[src/logic/ics_pkg.sv]
package ics_pkg;

  // pixel bus lanes
  localparam int YCM_W      = 24;
  localparam int LANE_W     = 8;
  localparam int LUMA_LSB   = 0;
  localparam int CHROMA_LSB = 8;
  localparam int MOTION_LSB = 16;

  // configuration word layouts
  localparam int CFG_W        = 32;
  localparam int CTRL_EN_BIT  = 0;
  localparam int CTRL_UPD_BIT = 1;
  localparam int FDIM_W       = 11;
  localparam int FW_LSB       = 0;
  localparam int FH_LSB       = 16;
  localparam int BS_W         = 7;
  localparam int PIX_CNT_W    = 2 * FDIM_W;

  // legal block sizes
  localparam logic [BS_W-1:0] BS_4  = 7'h04;
  localparam logic [BS_W-1:0] BS_8  = 7'h08;
  localparam logic [BS_W-1:0] BS_16 = 7'h10;
  localparam logic [BS_W-1:0] BS_32 = 7'h20;
  localparam logic [BS_W-1:0] BS_64 = 7'h40;

  // reset values of the working copies
  localparam logic [BS_W-1:0]   BS_RST = 7'h10;
  localparam logic [FDIM_W-1:0] FW_RST = 11'h000;
  localparam logic [FDIM_W-1:0] FH_RST = 11'h000;

  // processing ticks taken to close the frame header after the last pixel
  localparam int             HDR_CNT_W = 3;
  localparam logic [2:0]     HDR_TICKS = 3'h4;

  // interrupt bits
  localparam int IRQ_W        = 2;
  localparam int IRQ_ERR_BIT  = 0;
  localparam int IRQ_DONE_BIT = 1;
  localparam logic [IRQ_W-1:0] IRQ_MASK_RST = 2'h0;

  // apb register map
  localparam int APB_AW = 8;
  localparam logic [APB_AW-1:0] OFS_MODE       = 8'h00;
  localparam logic [APB_AW-1:0] OFS_IRQ_STATUS = 8'h04;
  localparam logic [APB_AW-1:0] OFS_IRQ_MASK   = 8'h08;
  localparam logic [APB_AW-1:0] OFS_STATE      = 8'h0c;
  localparam logic [APB_AW-1:0] OFS_FSIZE      = 8'h10;
  localparam logic [APB_AW-1:0] OFS_BSIZE      = 8'h14;
  localparam logic [APB_AW-1:0] OFS_PIXCNT     = 8'h18;
  localparam int MODE_STREAM_BIT = 0;

  typedef enum logic [1:0] {
    ICS_IDLE = 2'b00,
    ICS_RUN  = 2'b01,
    ICS_HDR  = 2'b10,
    ICS_DONE = 2'b11
  } ics_state_e;

endpackage

[src/logic/ics_sync.sv]
`timescale 1ns/1ps
module ics_sync #(
  parameter int W = 1
) (
  input  wire logic         clk,
  input  wire logic         rst,
  input  wire logic [W-1:0] d,
  output logic      [W-1:0] q
);
  logic [W-1:0] meta_q;

  // first stage is read only by the second
  always_ff @(posedge clk) begin
    if (rst) begin
      meta_q <= '0;
      q      <= '0;
    end else begin
      meta_q <= d;
      q      <= meta_q;
    end
  end
endmodule // ics_sync

[src/logic/ics_top.sv]
`timescale 1ns/1ps
module ics_top (
  input  wire logic                          CLOCK,
  input  wire logic                          RST,
  input  wire logic                          CE,
  input  wire logic                          SCLR,
  input  wire logic                          PSEL,
  input  wire logic                          PENABLE,
  input  wire logic                          PWRITE,
  input  wire logic [ics_pkg::APB_AW-1:0]    PADDR,
  input  wire logic [31:0]                   PWDATA,
  output logic      [31:0]                   PRDATA,
  output logic                               PREADY,
  output logic                               PSLVERR,
  input  wire logic                          VIDEO_CLK,
  input  wire logic                          CORE_CLK,
  input  wire logic [ics_pkg::YCM_W-1:0]     YCM_IN,
  input  wire logic                          ACTIVE_VIDEO_IN,
  input  wire logic                          VBLANK_IN,
  input  wire logic                          CHROMA_IN,
  input  wire logic [ics_pkg::CFG_W-1:0]     CONTROL,
  input  wire logic [ics_pkg::CFG_W-1:0]     FRAME_SIZE,
  input  wire logic [ics_pkg::CFG_W-1:0]     BLOCK_SIZE,
  output logic                               FRAME_DONE,
  output logic                               FRAME_ERROR,
  output logic                               REG_UPDATE_DONE,
  output logic                               IRQ_OUT,
  output logic      [ics_pkg::LANE_W-1:0]    LUMA_OUT,
  output logic      [ics_pkg::LANE_W-1:0]    CHROMA_OUT,
  output logic      [ics_pkg::LANE_W-1:0]    MOTION_OUT,
  output logic                               PIXEL_STROBE
);
  import ics_pkg::*;

  ////////////////////////////////////////////////////////////////////////////
  // pin synchronisers: link clocks are sampled, never used as clocks
  localparam int SYN_W = YCM_W + 5;
  logic [SYN_W-1:0] syn_q;
  logic             vclk_s;
  logic             cclk_s;
  logic             vblank_s;
  logic             active_s;
  logic             chroma_s;
  logic [YCM_W-1:0] ycm_s;

  ics_sync #(.W(SYN_W)) u_sync (
    .clk (CLOCK),
    .rst (RST),
    .d   ({VIDEO_CLK, CORE_CLK, VBLANK_IN, ACTIVE_VIDEO_IN, CHROMA_IN, YCM_IN}),
    .q   (syn_q)
  );

  assign {vclk_s, cclk_s, vblank_s, active_s, chroma_s, ycm_s} = syn_q;

  ////////////////////////////////////////////////////////////////////////////
  // core state
  ics_state_e          state_q,   state_d;
  logic                vclk_p_q,  vclk_p_d;
  logic                cclk_p_q,  cclk_p_d;
  logic                vblk_p_q,  vblk_p_d;
  logic                en_q,      en_d;
  logic [FDIM_W-1:0]   fw_q,      fw_d;
  logic [FDIM_W-1:0]   fh_q,      fh_d;
  logic [BS_W-1:0]     bs_q,      bs_d;
  logic [PIX_CNT_W-1:0] pix_q,    pix_d;
  logic [HDR_CNT_W-1:0] hdr_q,    hdr_d;
  logic                done_q,    done_d;
  logic                err_q,     err_d;
  logic                upd_q,     upd_d;
  logic                stb_q,     stb_d;
  logic [LANE_W-1:0]   luma_q,    luma_d;
  logic [LANE_W-1:0]   chr_q,     chr_d;
  logic [LANE_W-1:0]   mot_q,     mot_d;
  logic                ev_err;
  logic                ev_done;
  logic                mode_stream_q;

  logic                video_rise;
  logic                core_rise;
  logic                proc_tick;
  logic                vblank_fall;
  logic                bs_ok;
  logic                new_en;
  logic [PIX_CNT_W-1:0] area;

  assign video_rise  = vclk_s & ~vclk_p_q;
  assign core_rise   = cclk_s & ~cclk_p_q;
  // processing pace follows the core clock only in streaming mode
  assign proc_tick   = mode_stream_q ? core_rise : video_rise;
  // vblank is qualified by the video clock, as the source drives it there
  assign vblank_fall = video_rise & vblk_p_q & ~vblank_s;
  assign area        = fw_q * fh_q;

  always_comb begin
    case (BLOCK_SIZE[BS_W-1:0])
      BS_4, BS_8, BS_16, BS_32, BS_64: bs_ok = 1'b1;
      default:                         bs_ok = 1'b0;
    endcase
  end

  // enable sampled only at the frame boundary
  assign new_en = CONTROL[CTRL_UPD_BIT] ? CONTROL[CTRL_EN_BIT] : en_q;

  always_comb begin
    state_d  = state_q;
    vclk_p_d = vclk_p_q;
    cclk_p_d = cclk_p_q;
    vblk_p_d = vblk_p_q;
    en_d     = en_q;
    fw_d     = fw_q;
    fh_d     = fh_q;
    bs_d     = bs_q;
    pix_d    = pix_q;
    hdr_d    = hdr_q;
    done_d   = done_q;
    err_d    = err_q;
    upd_d    = 1'b0;
    stb_d    = 1'b0;
    luma_d   = luma_q;
    chr_d    = chr_q;
    mot_d    = mot_q;
    ev_err   = 1'b0;
    ev_done  = 1'b0;
    if (SCLR) begin
      state_d = ICS_IDLE;
      en_d    = 1'b0;
      fw_d    = FW_RST;
      fh_d    = FH_RST;
      bs_d    = BS_RST;
      pix_d   = '0;
      hdr_d   = '0;
      done_d  = 1'b0;
      err_d   = 1'b0;
    end else if (CE) begin
      vclk_p_d = vclk_s;
      cclk_p_d = cclk_s;
      if (video_rise) begin
        vblk_p_d = vblank_s;
      end
      if (vblank_fall) begin
        // the controller keeps inputs stable while update enable is set
        if (CONTROL[CTRL_UPD_BIT]) begin
          en_d  = CONTROL[CTRL_EN_BIT];
          fw_d  = FRAME_SIZE[FW_LSB +: FDIM_W];
          fh_d  = FRAME_SIZE[FH_LSB +: FDIM_W];
          // an illegal block size keeps the old one and flags an error
          if (bs_ok) begin
            bs_d = BLOCK_SIZE[BS_W-1:0];
          end
          upd_d = 1'b1;
        end
        ev_err  = (state_q == ICS_RUN) || (state_q == ICS_HDR) || (CONTROL[CTRL_UPD_BIT] && !bs_ok);
        err_d   = ev_err;
        done_d  = 1'b0;
        pix_d   = '0;
        hdr_d   = '0;
        state_d = new_en ? ICS_RUN : ICS_IDLE;
      end else begin
        case (state_q)
          ICS_RUN: begin
            if (video_rise && active_s) begin
              stb_d  = 1'b1;
              luma_d = ycm_s[LUMA_LSB +: LANE_W];
              mot_d  = ycm_s[MOTION_LSB +: LANE_W];
              if (chroma_s) begin
                chr_d = ycm_s[CHROMA_LSB +: LANE_W];
              end
              pix_d = pix_q + 1'b1;
              if (pix_d == area) begin
                state_d = ICS_HDR;
              end
            end
          end
          ICS_HDR: begin
            if (proc_tick) begin
              hdr_d = hdr_q + 1'b1;
              if (hdr_q == HDR_TICKS - 1'b1) begin
                state_d = ICS_DONE;
                done_d  = 1'b1;
                ev_done = 1'b1;
              end
            end
          end
          ICS_DONE: state_d = ICS_DONE;
          ICS_IDLE: state_d = ICS_IDLE;
          default:  state_d = ICS_IDLE;
        endcase
      end
    end
  end

  always_ff @(posedge CLOCK) begin
    if (RST) begin
      state_q  <= ICS_IDLE;
      vclk_p_q <= 1'b0;
      cclk_p_q <= 1'b0;
      vblk_p_q <= 1'b0;
      en_q     <= 1'b0;
      fw_q     <= FW_RST;
      fh_q     <= FH_RST;
      bs_q     <= BS_RST;
      pix_q    <= '0;
      hdr_q    <= '0;
      done_q   <= 1'b0;
      err_q    <= 1'b0;
      upd_q    <= 1'b0;
      stb_q    <= 1'b0;
      luma_q   <= '0;
      chr_q    <= '0;
      mot_q    <= '0;
    end else begin
      state_q  <= state_d;
      vclk_p_q <= vclk_p_d;
      cclk_p_q <= cclk_p_d;
      vblk_p_q <= vblk_p_d;
      en_q     <= en_d;
      fw_q     <= fw_d;
      fh_q     <= fh_d;
      bs_q     <= bs_d;
      pix_q    <= pix_d;
      hdr_q    <= hdr_d;
      done_q   <= done_d;
      err_q    <= err_d;
      upd_q    <= upd_d;
      stb_q    <= stb_d;
      luma_q   <= luma_d;
      chr_q    <= chr_d;
      mot_q    <= mot_d;
    end
  end

  assign FRAME_DONE      = done_q;
  assign FRAME_ERROR     = err_q;
  assign REG_UPDATE_DONE = upd_q;
  assign PIXEL_STROBE    = stb_q;
  assign LUMA_OUT        = luma_q;
  assign CHROMA_OUT      = chr_q;
  assign MOTION_OUT      = mot_q;

  ////////////////////////////////////////////////////////////////////////////
  // apb slave: zero wait, read data prepared in the setup cycle
  logic             mode_stream_d;
  logic [IRQ_W-1:0] irq_sts_q, irq_sts_d;
  logic [IRQ_W-1:0] irq_enable_mask_q, irq_enable_mask_d;
  logic [31:0]      prdata_q, prdata_d;
  logic             slverr_q, slverr_d;
  logic [31:0]      rd_mux;
  logic             hit;
  logic             setup;
  logic             wr;
  logic [IRQ_W-1:0] events;

  assign setup = PSEL & ~PENABLE;
  assign wr    = PSEL & PENABLE & PWRITE;
  assign events = {ev_done, ev_err};

  always_comb begin
    rd_mux = 32'h0000_0000;
    hit    = 1'b1;
    case (PADDR)
      OFS_MODE:       rd_mux[MODE_STREAM_BIT] = mode_stream_q;
      OFS_IRQ_STATUS: rd_mux[IRQ_W-1:0] = irq_sts_q;
      OFS_IRQ_MASK:   rd_mux[IRQ_W-1:0] = irq_enable_mask_q;
      OFS_STATE:      rd_mux[4:0] = {err_q, done_q, en_q, state_q};
      OFS_FSIZE: begin
        rd_mux[FW_LSB +: FDIM_W] = fw_q;
        rd_mux[FH_LSB +: FDIM_W] = fh_q;
      end
      OFS_BSIZE:      rd_mux[BS_W-1:0] = bs_q;
      OFS_PIXCNT:     rd_mux[PIX_CNT_W-1:0] = pix_q;
      default:        hit = 1'b0;
    endcase
  end

  always_comb begin
    mode_stream_d     = mode_stream_q;
    irq_enable_mask_d = irq_enable_mask_q;
    prdata_d          = prdata_q;
    slverr_d          = slverr_q;
    irq_sts_d         = irq_sts_q;
    if (setup) begin
      prdata_d = PWRITE ? 32'h0000_0000 : rd_mux;
      slverr_d = ~hit;
    end
    if (wr && PADDR == OFS_MODE) begin
      mode_stream_d = PWDATA[MODE_STREAM_BIT];
    end
    if (wr && PADDR == OFS_IRQ_MASK) begin
      irq_enable_mask_d = PWDATA[IRQ_W-1:0];
    end
    if (wr && PADDR == OFS_IRQ_STATUS) begin
      irq_sts_d = irq_sts_q & ~PWDATA[IRQ_W-1:0];
    end
    // a new event outranks a clear in the same cycle
    irq_sts_d = irq_sts_d | events;
  end

  always_ff @(posedge CLOCK) begin
    if (RST) begin
      mode_stream_q     <= 1'b0;
      irq_enable_mask_q <= IRQ_MASK_RST;
      irq_sts_q         <= '0;
      prdata_q          <= 32'h0000_0000;
      slverr_q          <= 1'b0;
    end else begin
      mode_stream_q     <= mode_stream_d;
      irq_enable_mask_q <= irq_enable_mask_d;
      irq_sts_q         <= irq_sts_d;
      prdata_q          <= prdata_d;
      slverr_q          <= slverr_d;
    end
  end

  assign PREADY  = 1'b1;
  assign PRDATA  = prdata_q;
  assign PSLVERR = slverr_q & PSEL & PENABLE;
  assign IRQ_OUT = (irq_sts_q[IRQ_ERR_BIT] & irq_enable_mask_q[IRQ_ERR_BIT])
                 | (irq_sts_q[IRQ_DONE_BIT] & irq_enable_mask_q[IRQ_DONE_BIT]);

endmodule // ics_top

[config.mk]
export PLATFORM = sky130hd
export DESIGN_NAME = ics_top
export DESIGN_NICKNAME = d
export VERILOG_FILES = /design/src/logic/ics_pkg.sv /design/src/logic/ics_sync.sv /design/src/logic/ics_top.sv
export SDC_FILE = /design/constraint.sdc
export NUM_CORES = 1
export LEC_CHECK = 0
export BUFFER_PORTS_ARGS = -buffer_cell sky130_fd_sc_hd__buf_4
export CORE_MARGIN = 1.5
export CORE_UTILIZATION = 56
export CTS_BUF_LIST = sky130_fd_sc_hd__clkbuf_8 sky130_fd_sc_hd__clkbuf_16
export DETAILED_ROUTE_END_ITERATION = 16
export PLACE_DENSITY_LB_ADDON = 0.05
export SLEW_MARGIN = 20
export SYNTH_ARGS = -nofsm -noshare
export SYNTH_HDL_FRONTEND = slang
export SYNTH_SLANG_ARGS = --single-unit
[constraint.sdc]
create_clock -name CLOCK -period 6.6 [get_ports CLOCK]
set_clock_uncertainty 0.2 [all_clocks]
set_input_delay 0.99 -clock CLOCK [delete_from_list [all_inputs] [get_ports CLOCK]]
set_output_delay 0.99 -clock CLOCK [all_outputs]
set_load 0.01 [all_outputs]
-- After elaboration in Yosys (flattened, before gate mapping)
Cells that the tools add are included.
- bits in registers: 184
- bits in latches: 0
- memory bits (writable): 0
- ROM bits: 0
- input bits: 172
- output and inout port bits: 63
- memories: 0
- $add $sub $neg: 2
- $mul: 1
- div/mod/pow operators: 0
- order comparisons: 0
- equal/unequal tests: 20
- shift-type cells: 0
- mux-type cells: 42
- bitwise logic cells: 24
- reduce and logical (&&, ||, !) cells: 31
- operators by type and width (kind ; number):
    22-bit two-way mux ; 3
    27-bit two-way mux ; 1
    8-bit by 5-bit == test with 1-bit output, second input constant ; 3
    22-bit by 1-bit adder with 22-bit output, second input constant ; 1
    22-bit == test ; 1
    11-bit by 11-bit multiplier with 22-bit output ; 1
    1-bit two-way mux ; 20
    8-bit by 4-bit == test with 1-bit output, second input constant ; 2
    2-bit two-way mux ; 6
    3-bit case mux with 4 select lines ; 1
    6-bit case mux with 2 select lines ; 1
    3-bit AND reduction ; 4
    1-bit bitwise AND ; 11
    5-bit two-way mux ; 2
    5-bit AND reduction ; 2
    2-bit nonzero test ; 5
    5-bit OR reduction ; 2
    3-bit two-way mux ; 3
    3-bit by 2-bit != test with 1-bit output, second input constant ; 3
    1-bit NOT ; 9
    8-bit by 3-bit == test with 1-bit output, second input constant ; 1
    8-bit zero test ; 1
    2-bit case mux with 4 select lines ; 1
    4-bit case mux with 2 select lines ; 1
    other kinds (27) ; 35

-- Logic depth before layout (Yosys ltp)
- word-level depth: 10
- gate-level depth with buffers: 21
- depth with buffers taken out: 20

-- By module
From an unflattened synthesis, not the netlist that was laid out.
- cells, all modules: 1300
- area total of the unflattened synthesis: 11278.3 sq um
- by module, submodules not included (module ; times used ; cells an instance ; area an instance (sq um)):
    ics_top ; 1 ; 1178 ; 9709.3
    ics_sync ; 1 ; 122 ; 1569.0

-- Worst setup path after synthesis
OpenSTA, ideal clock, no wires.
- path type: flip-flop to flip-flop
- from: reg fh_q[2]
- to: reg state_q[0]
- arrival: 5.285 ns
- data required time: 6.268 ns
- setup slack: 0.983 ns
- cell stages (with the launch flop): 19
- clock period less this slack: 5.617 ns
- cell sequence: dfxtp_1 clkbuf_1 nand2_1 fa_1 fa_1 fa_1 fa_1 fa_1 inv_1 ha_1 a211o_1 a221o_1 a21boi_0 xnor2_1 nor4_1 nand4_1 nor4_2 a31oi_2 mux2i_1
- word-level cells in the longest chain between the ends: 4
- ends and longest elaborated chain (what ; line ; text):
    start: declaration ; ics_top.sv:63 ; logic [FDIM_W-1:0] fh_q, fh_d;
    start signal: assignment ; ics_top.sv:218 ; fh_q <= fh_d;
    11-bit by 11-bit multiplier with 22-bit output ; ics_top.sv:92 ; assign area = fw_q * fh_q;
    22-bit == test ; ics_top.sv:169 ; if (pix_d == area) begin
    3-bit by 2-bit != test with 1-bit output (no line) ; n/a ;
    5-bit AND reduction (no line) ; n/a ;
    end signal: assignment ; ics_top.sv:212 ; state_q <= state_d;
    end: declaration ; ics_top.sv:57 ; ics_state_e state_q, state_d;
Every way passes these cells.
A chain may end at the register's enable or synchronous reset.

-- Worst setup path in the final report
- from: reg fw_q[2]
- to: reg state_q[0]
- word-level cells in the longest chain between the ends: 4
- ends and longest elaborated chain (what ; line ; text):
    start: declaration ; ics_top.sv:62 ; logic [FDIM_W-1:0] fw_q, fw_d;
    start signal: assignment ; ics_top.sv:217 ; fw_q <= fw_d;
    11-bit by 11-bit multiplier with 22-bit output ; ics_top.sv:92 ;
    22-bit == test ; ics_top.sv:169 ;
    3-bit by 2-bit != test with 1-bit output (no line) ; n/a ;
    5-bit AND reduction (no line) ; n/a ;
Every way passes these cells.

==> results.sh <==
export IMPL_crit_slowest_cell="dfxtp_1"
export IMPL_maxSlewHeadroom=0.226
export IMPL_path_class="reg -> reg"
export IMPL_cp_common_cell="fa_1"
export IMPL_cts_root_buf="clkbuf_16"
export IMPL_fin_crit_ns=6.25
export IMPL_synth_distinct_cells=74
export IMPL_tightestPinTransition_ns=1.15
export IMPL_timing_rr_end="state_q[0]"
export IMPL_path_buf_inv=2
export IMPL_whs_endpoint="u_sync.q[6]"
export IMPL_via_per_inst=5.51
export IMPL_drt_iter0_markers=433
export IMPL_pin_count=235
export IMPL_design_core_area_um2=19600
export IMPL_critPathMaxFanout=13
export IMPL_busiest_layer="met2"
export IMPL_dpl_worst_slack_ns=0.247
export IMPL_cts_htree_levels=4
export IMPL_setup_viol=0
export IMPL_antenna_left=0
export IMPL_grt_setup_unrepaired="false"
export IMPL_hold_class="reg -> reg"
export IMPL_routed_wl_um=28200
export IMPL_clock_sinks=179
export IMPL_critPathTopFamily="adder cells"
export IMPL_worstSkewPairLatency_ns=0.44
export IMPL_grt_pass1_vias=8709
export IMPL_cpPeakStageDelay_ns=0.67
export IMPL_synthCells=1304
export IMPL_row_count=51
export IMPL_area_growth_syn_to_layout_pct=15.9
export IMPL_critical_path_arrival_ns=6.36
export IMPL_switching_share=0.266
export IMPL_worst_r2r_startpoint="fw_q[2]"
export IMPL_p_int_mw=1.67
export IMPL_yosysWarnings=0
export IMPL_slew_violations=0
export IMPL_antenna_found_initial=0
export IMPL_p_clk_frac=0.476
export IMPL_power_density_cell_area_nw_per_um2=174
export IMPL_seqPwrFrac=0.483
export IMPL_hold_depth=1
export IMPL_insertedDiodeCount=0
export IMPL_leakagePower_nw=5.47
export IMPL_worstSetupStartpointType="flop"
export IMPL_reg2regPathDepth=18
export IMPL_die_h_um=145
export IMPL_grt_pass1_wl_um=45000
export IMPL_layout_drive_gt1_share=0.144
export IMPL_dieArea_um2=21000
export IMPL_vias=9228
export IMPL_status="completed"
export IMPL_syn_area_um2=11300
export IMPL_cts_buffers=17
export IMPL_finalInstanceArea_um2=13100
export IMPL_port_buffer_count=133
export IMPL_ctsLongestPathBuffers=2
export IMPL_cp_required_ns=6.71
export IMPL_yosysSeqAreaShare=0.318
export IMPL_power_switching_uw=605
export IMPL_worst_slack_ns=0.352
export IMPL_dp_hpwl_um=20800
export IMPL_placed_area_um2=12400
export IMPL_grtUsageMet1=0.373
export IMPL_cp_end_kind="flop"
export IMPL_synth_flop_cell="dfxtp_1"
export IMPL_async_flop_share=0
export IMPL_clock_fmax_mhz=160
export IMPL_fin_setup_tns_ns=0
export IMPL_fin_nets=1717
export IMPL_globalRouteTotalUtil=0.280
export IMPL_yosys_register_bits=179
export IMPL_finalHoldViolations=0
export IMPL_cts_tree="yes"
export IMPL_overflow=0
export IMPL_hold_ws_ns=0.233
export IMPL_post_route_drc_count=0
export IMPL_synth_edf_count=0
export IMPL_finalCritPeriodShare=0.947
export IMPL_initial_core_util=0.575
export IMPL_combPwrFrac=0.041
export IMPL_syn_avg_cell_area_um2=8.64
export IMPL_drv_cap=0
export IMPL_gp_congestion=0.898
export IMPL_crit_chain="nand2_1, fa_1, fa_1, fa_1, fa_1, fa_1, inv_1, ha_1, a211o_1, nor3_1, a211oi_1, xnor2_1, a2111oi_0, buf_4, nand4_1, nor4_2, a31oi_2, mux2i_1"
export IMPL_hp_start="u_sync.meta_q[6]"
export IMPL_peakVddDrop_v=0.000182
export IMPL_grt_max_degree=92
export IMPL_fill_cells=1707
export IMPL_firstDrtPassIters=6
export IMPL_clk_pin_slew_ns=0.09
export IMPL_r2r_slack_ns=0.35
export IMPL_grt_use_met2=0.448
export IMPL_use_met3=0.0793
export IMPL_fp_dieW_um=145
export IMPL_final_util=0.667
export IMPL_detail_route_wl_per_cell_um=16.8
export IMPL_cts_hold_buf=0
[power groups by stage]
| stage | Sequential (mW) | Clock [mW] | Combinational, mW |
|---|---|---|---|
| 3_5_place_dp | 1.13 | 0 | 0.0927 |
| 5_1_grt | 1.10 | 1.14 | 0.102 |
| 4_1_cts | 1.10 | 1.10 | 0.0930 |
| 6_report | 1.10 | 1.08 | 0.0935 |
| 3_3_place_gp | 1.13 | 0 | 0.0914 |
| 2_1_floorplan | 1.12 | 0 | 0.0480 |
[layout make-up]
class	count	area, µm²	area share
Multi-Input combinational cell	953	7020	0.537
Sequential cell	179	3590	0.274
Timing Repair Buffer	151	1130	0.0868
Clock buffer	17	425	0.0326
Inverter	96	360	0.0276
Tap cell	265	332	0.0254
Clock inverter	15	209	0.0160
[state kept, by name (all words and copies together) (netlist names)]
name	flops
u_sync.q	29
PRDATA	27
state_q	2
FRAME_ERROR	1
bs_q	7
pix_q	22
vblk_p_q	1
irq_enable_mask_q	2
fw_q	11
vclk_p_q	1
REG_UPDATE_DONE	1
hdr_q	3
u_sync.meta_q	29
FRAME_DONE	1
en_q	1
fh_q	11
PIXEL_STROBE	1
CHROMA_OUT	8
slverr_q	1
irq_sts_q	2
MOTION_OUT	8
LUMA_OUT	8
cclk_p_q	1
mode_stream_q	1
[metrics by stage]
step	cells	total power, mW
global placement	1644	1.22
finish	1676	2.28
floorplan	1308	1.17
global route	1676	2.34
CTS	1676	2.29
detailed placement	1644	1.22
[worst reg2reg max path, delay by kind of cell (launching register included)]
family / cells / cell delay (ns)
DFF: 1 / 0.67
buffers and inverters: 2 / 0.25
AOI/OAI and AO/OA: 4 / 1.24
muxes: 1 / 0.17
xor gates and xnor gates: 1 / 0.14
and+or+nand+nor: 4 / 0.62
adders and majority gates: 6 / 2.85
[cells by family (layout without fill, tap and decap cells)]
kind of cell	count (synthesis)	after routing	synth area share
AOI/OAI and AO/OA	201	201	0.113
muxes	26	26	0.0245
xor gates and xnor gates	50	50	0.0432
DFF	179	179	0.318
adders and majority gates	147	147	0.216
other	2	6	0.000666
buffers and inverters	176	279	0.0615
and+or+nand+nor	523	523	0.223
[Yosys cell counts (3+ instances only)]
cell type  count  share of area
inv_1         96          0.032
a222oi_1      10         0.0089
fa_1          80           0.14
and3_1        19          0.011
o211ai_1       4         0.0027
nor4_1         4         0.0022
nor2_1        92          0.031
mux2_2         3         0.0030
nand3_1       27          0.012
nor2b_1       67          0.037
a21o_1         8         0.0053
nand4_1        5         0.0028
o31ai_1        3         0.0020
o22ai_1        3         0.0017
or3_1          4         0.0022
nand3b_1       6         0.0040
xnor2_1       35          0.027
a211oi_1       4         0.0027
buf_4          6         0.0040
ha_1          67          0.074
and2_1        51          0.028
dfxtp_1      179           0.32
nor3_1        15         0.0067
a22oi_1       19          0.013
a21oi_1       93          0.041
nand2_1      214          0.071
clkbuf_1      70          0.023
mux2i_1       22          0.020
nor3b_1        4         0.0027
xor2_1        11         0.0085
o21a_1         3         0.0020
o21ai_0       26          0.012
nand2b_1       3         0.0017
xnor3_1        3         0.0060
[layer usage]
layer,wire [µm],share of wire
met5,0,0
met4,288,0.010
met3,2380,0.084
met2,12800,0.45
met1,12700,0.45
[how the worst max path moves through the flow]
stage	from	endpoint	slack [ns]	cells after the start
floorplan	fh_q[2]	state_q[0]	0.98	18
finish	fw_q[2]	state_q[0]	0.35	18
CTS	fh_q[2]	state_q[1]	0.21	18
detailed placement	fh_q[2]	state_q[0]	0.25	18
global placement	fh_q[2]	state_q[0]	0.33	18
global route	fw_q[2]	state_q[0]	0.07	18
[cells in the final DEF (no fill, tap or decap), drive strengths merged, types with 6 or more instances in the layout]
cell / netlist / layout
ha: 67 / 67
a222oi: 10 / 10
buf: 10 / 151
a21oi: 93 / 93
nor2b: 67 / 67
mux2i: 22 / 22
clkinv: 0 / 6
o21ai: 26 / 26
a21o: 8 / 8
a22oi: 19 / 19
nor2: 93 / 93
and3: 20 / 20
nand2: 214 / 214
dfxtp: 179 / 179
conb: 2 / 6
xnor2: 36 / 36
nand3b: 6 / 6
inv: 96 / 105
clkbuf: 70 / 17
fa: 80 / 80
nand3: 28 / 28
nor3: 17 / 17
xor2: 11 / 11
and2: 52 / 52
[timing repair]
| item | CTS | global route |
|---|---|---|
| resized for setup | 0 | 2 |
| setup endpoints to repair | 0 | 2 |
| buffers inserted | 0 | 0 |
No activity file was read; power rests on OpenSTA's default activity.
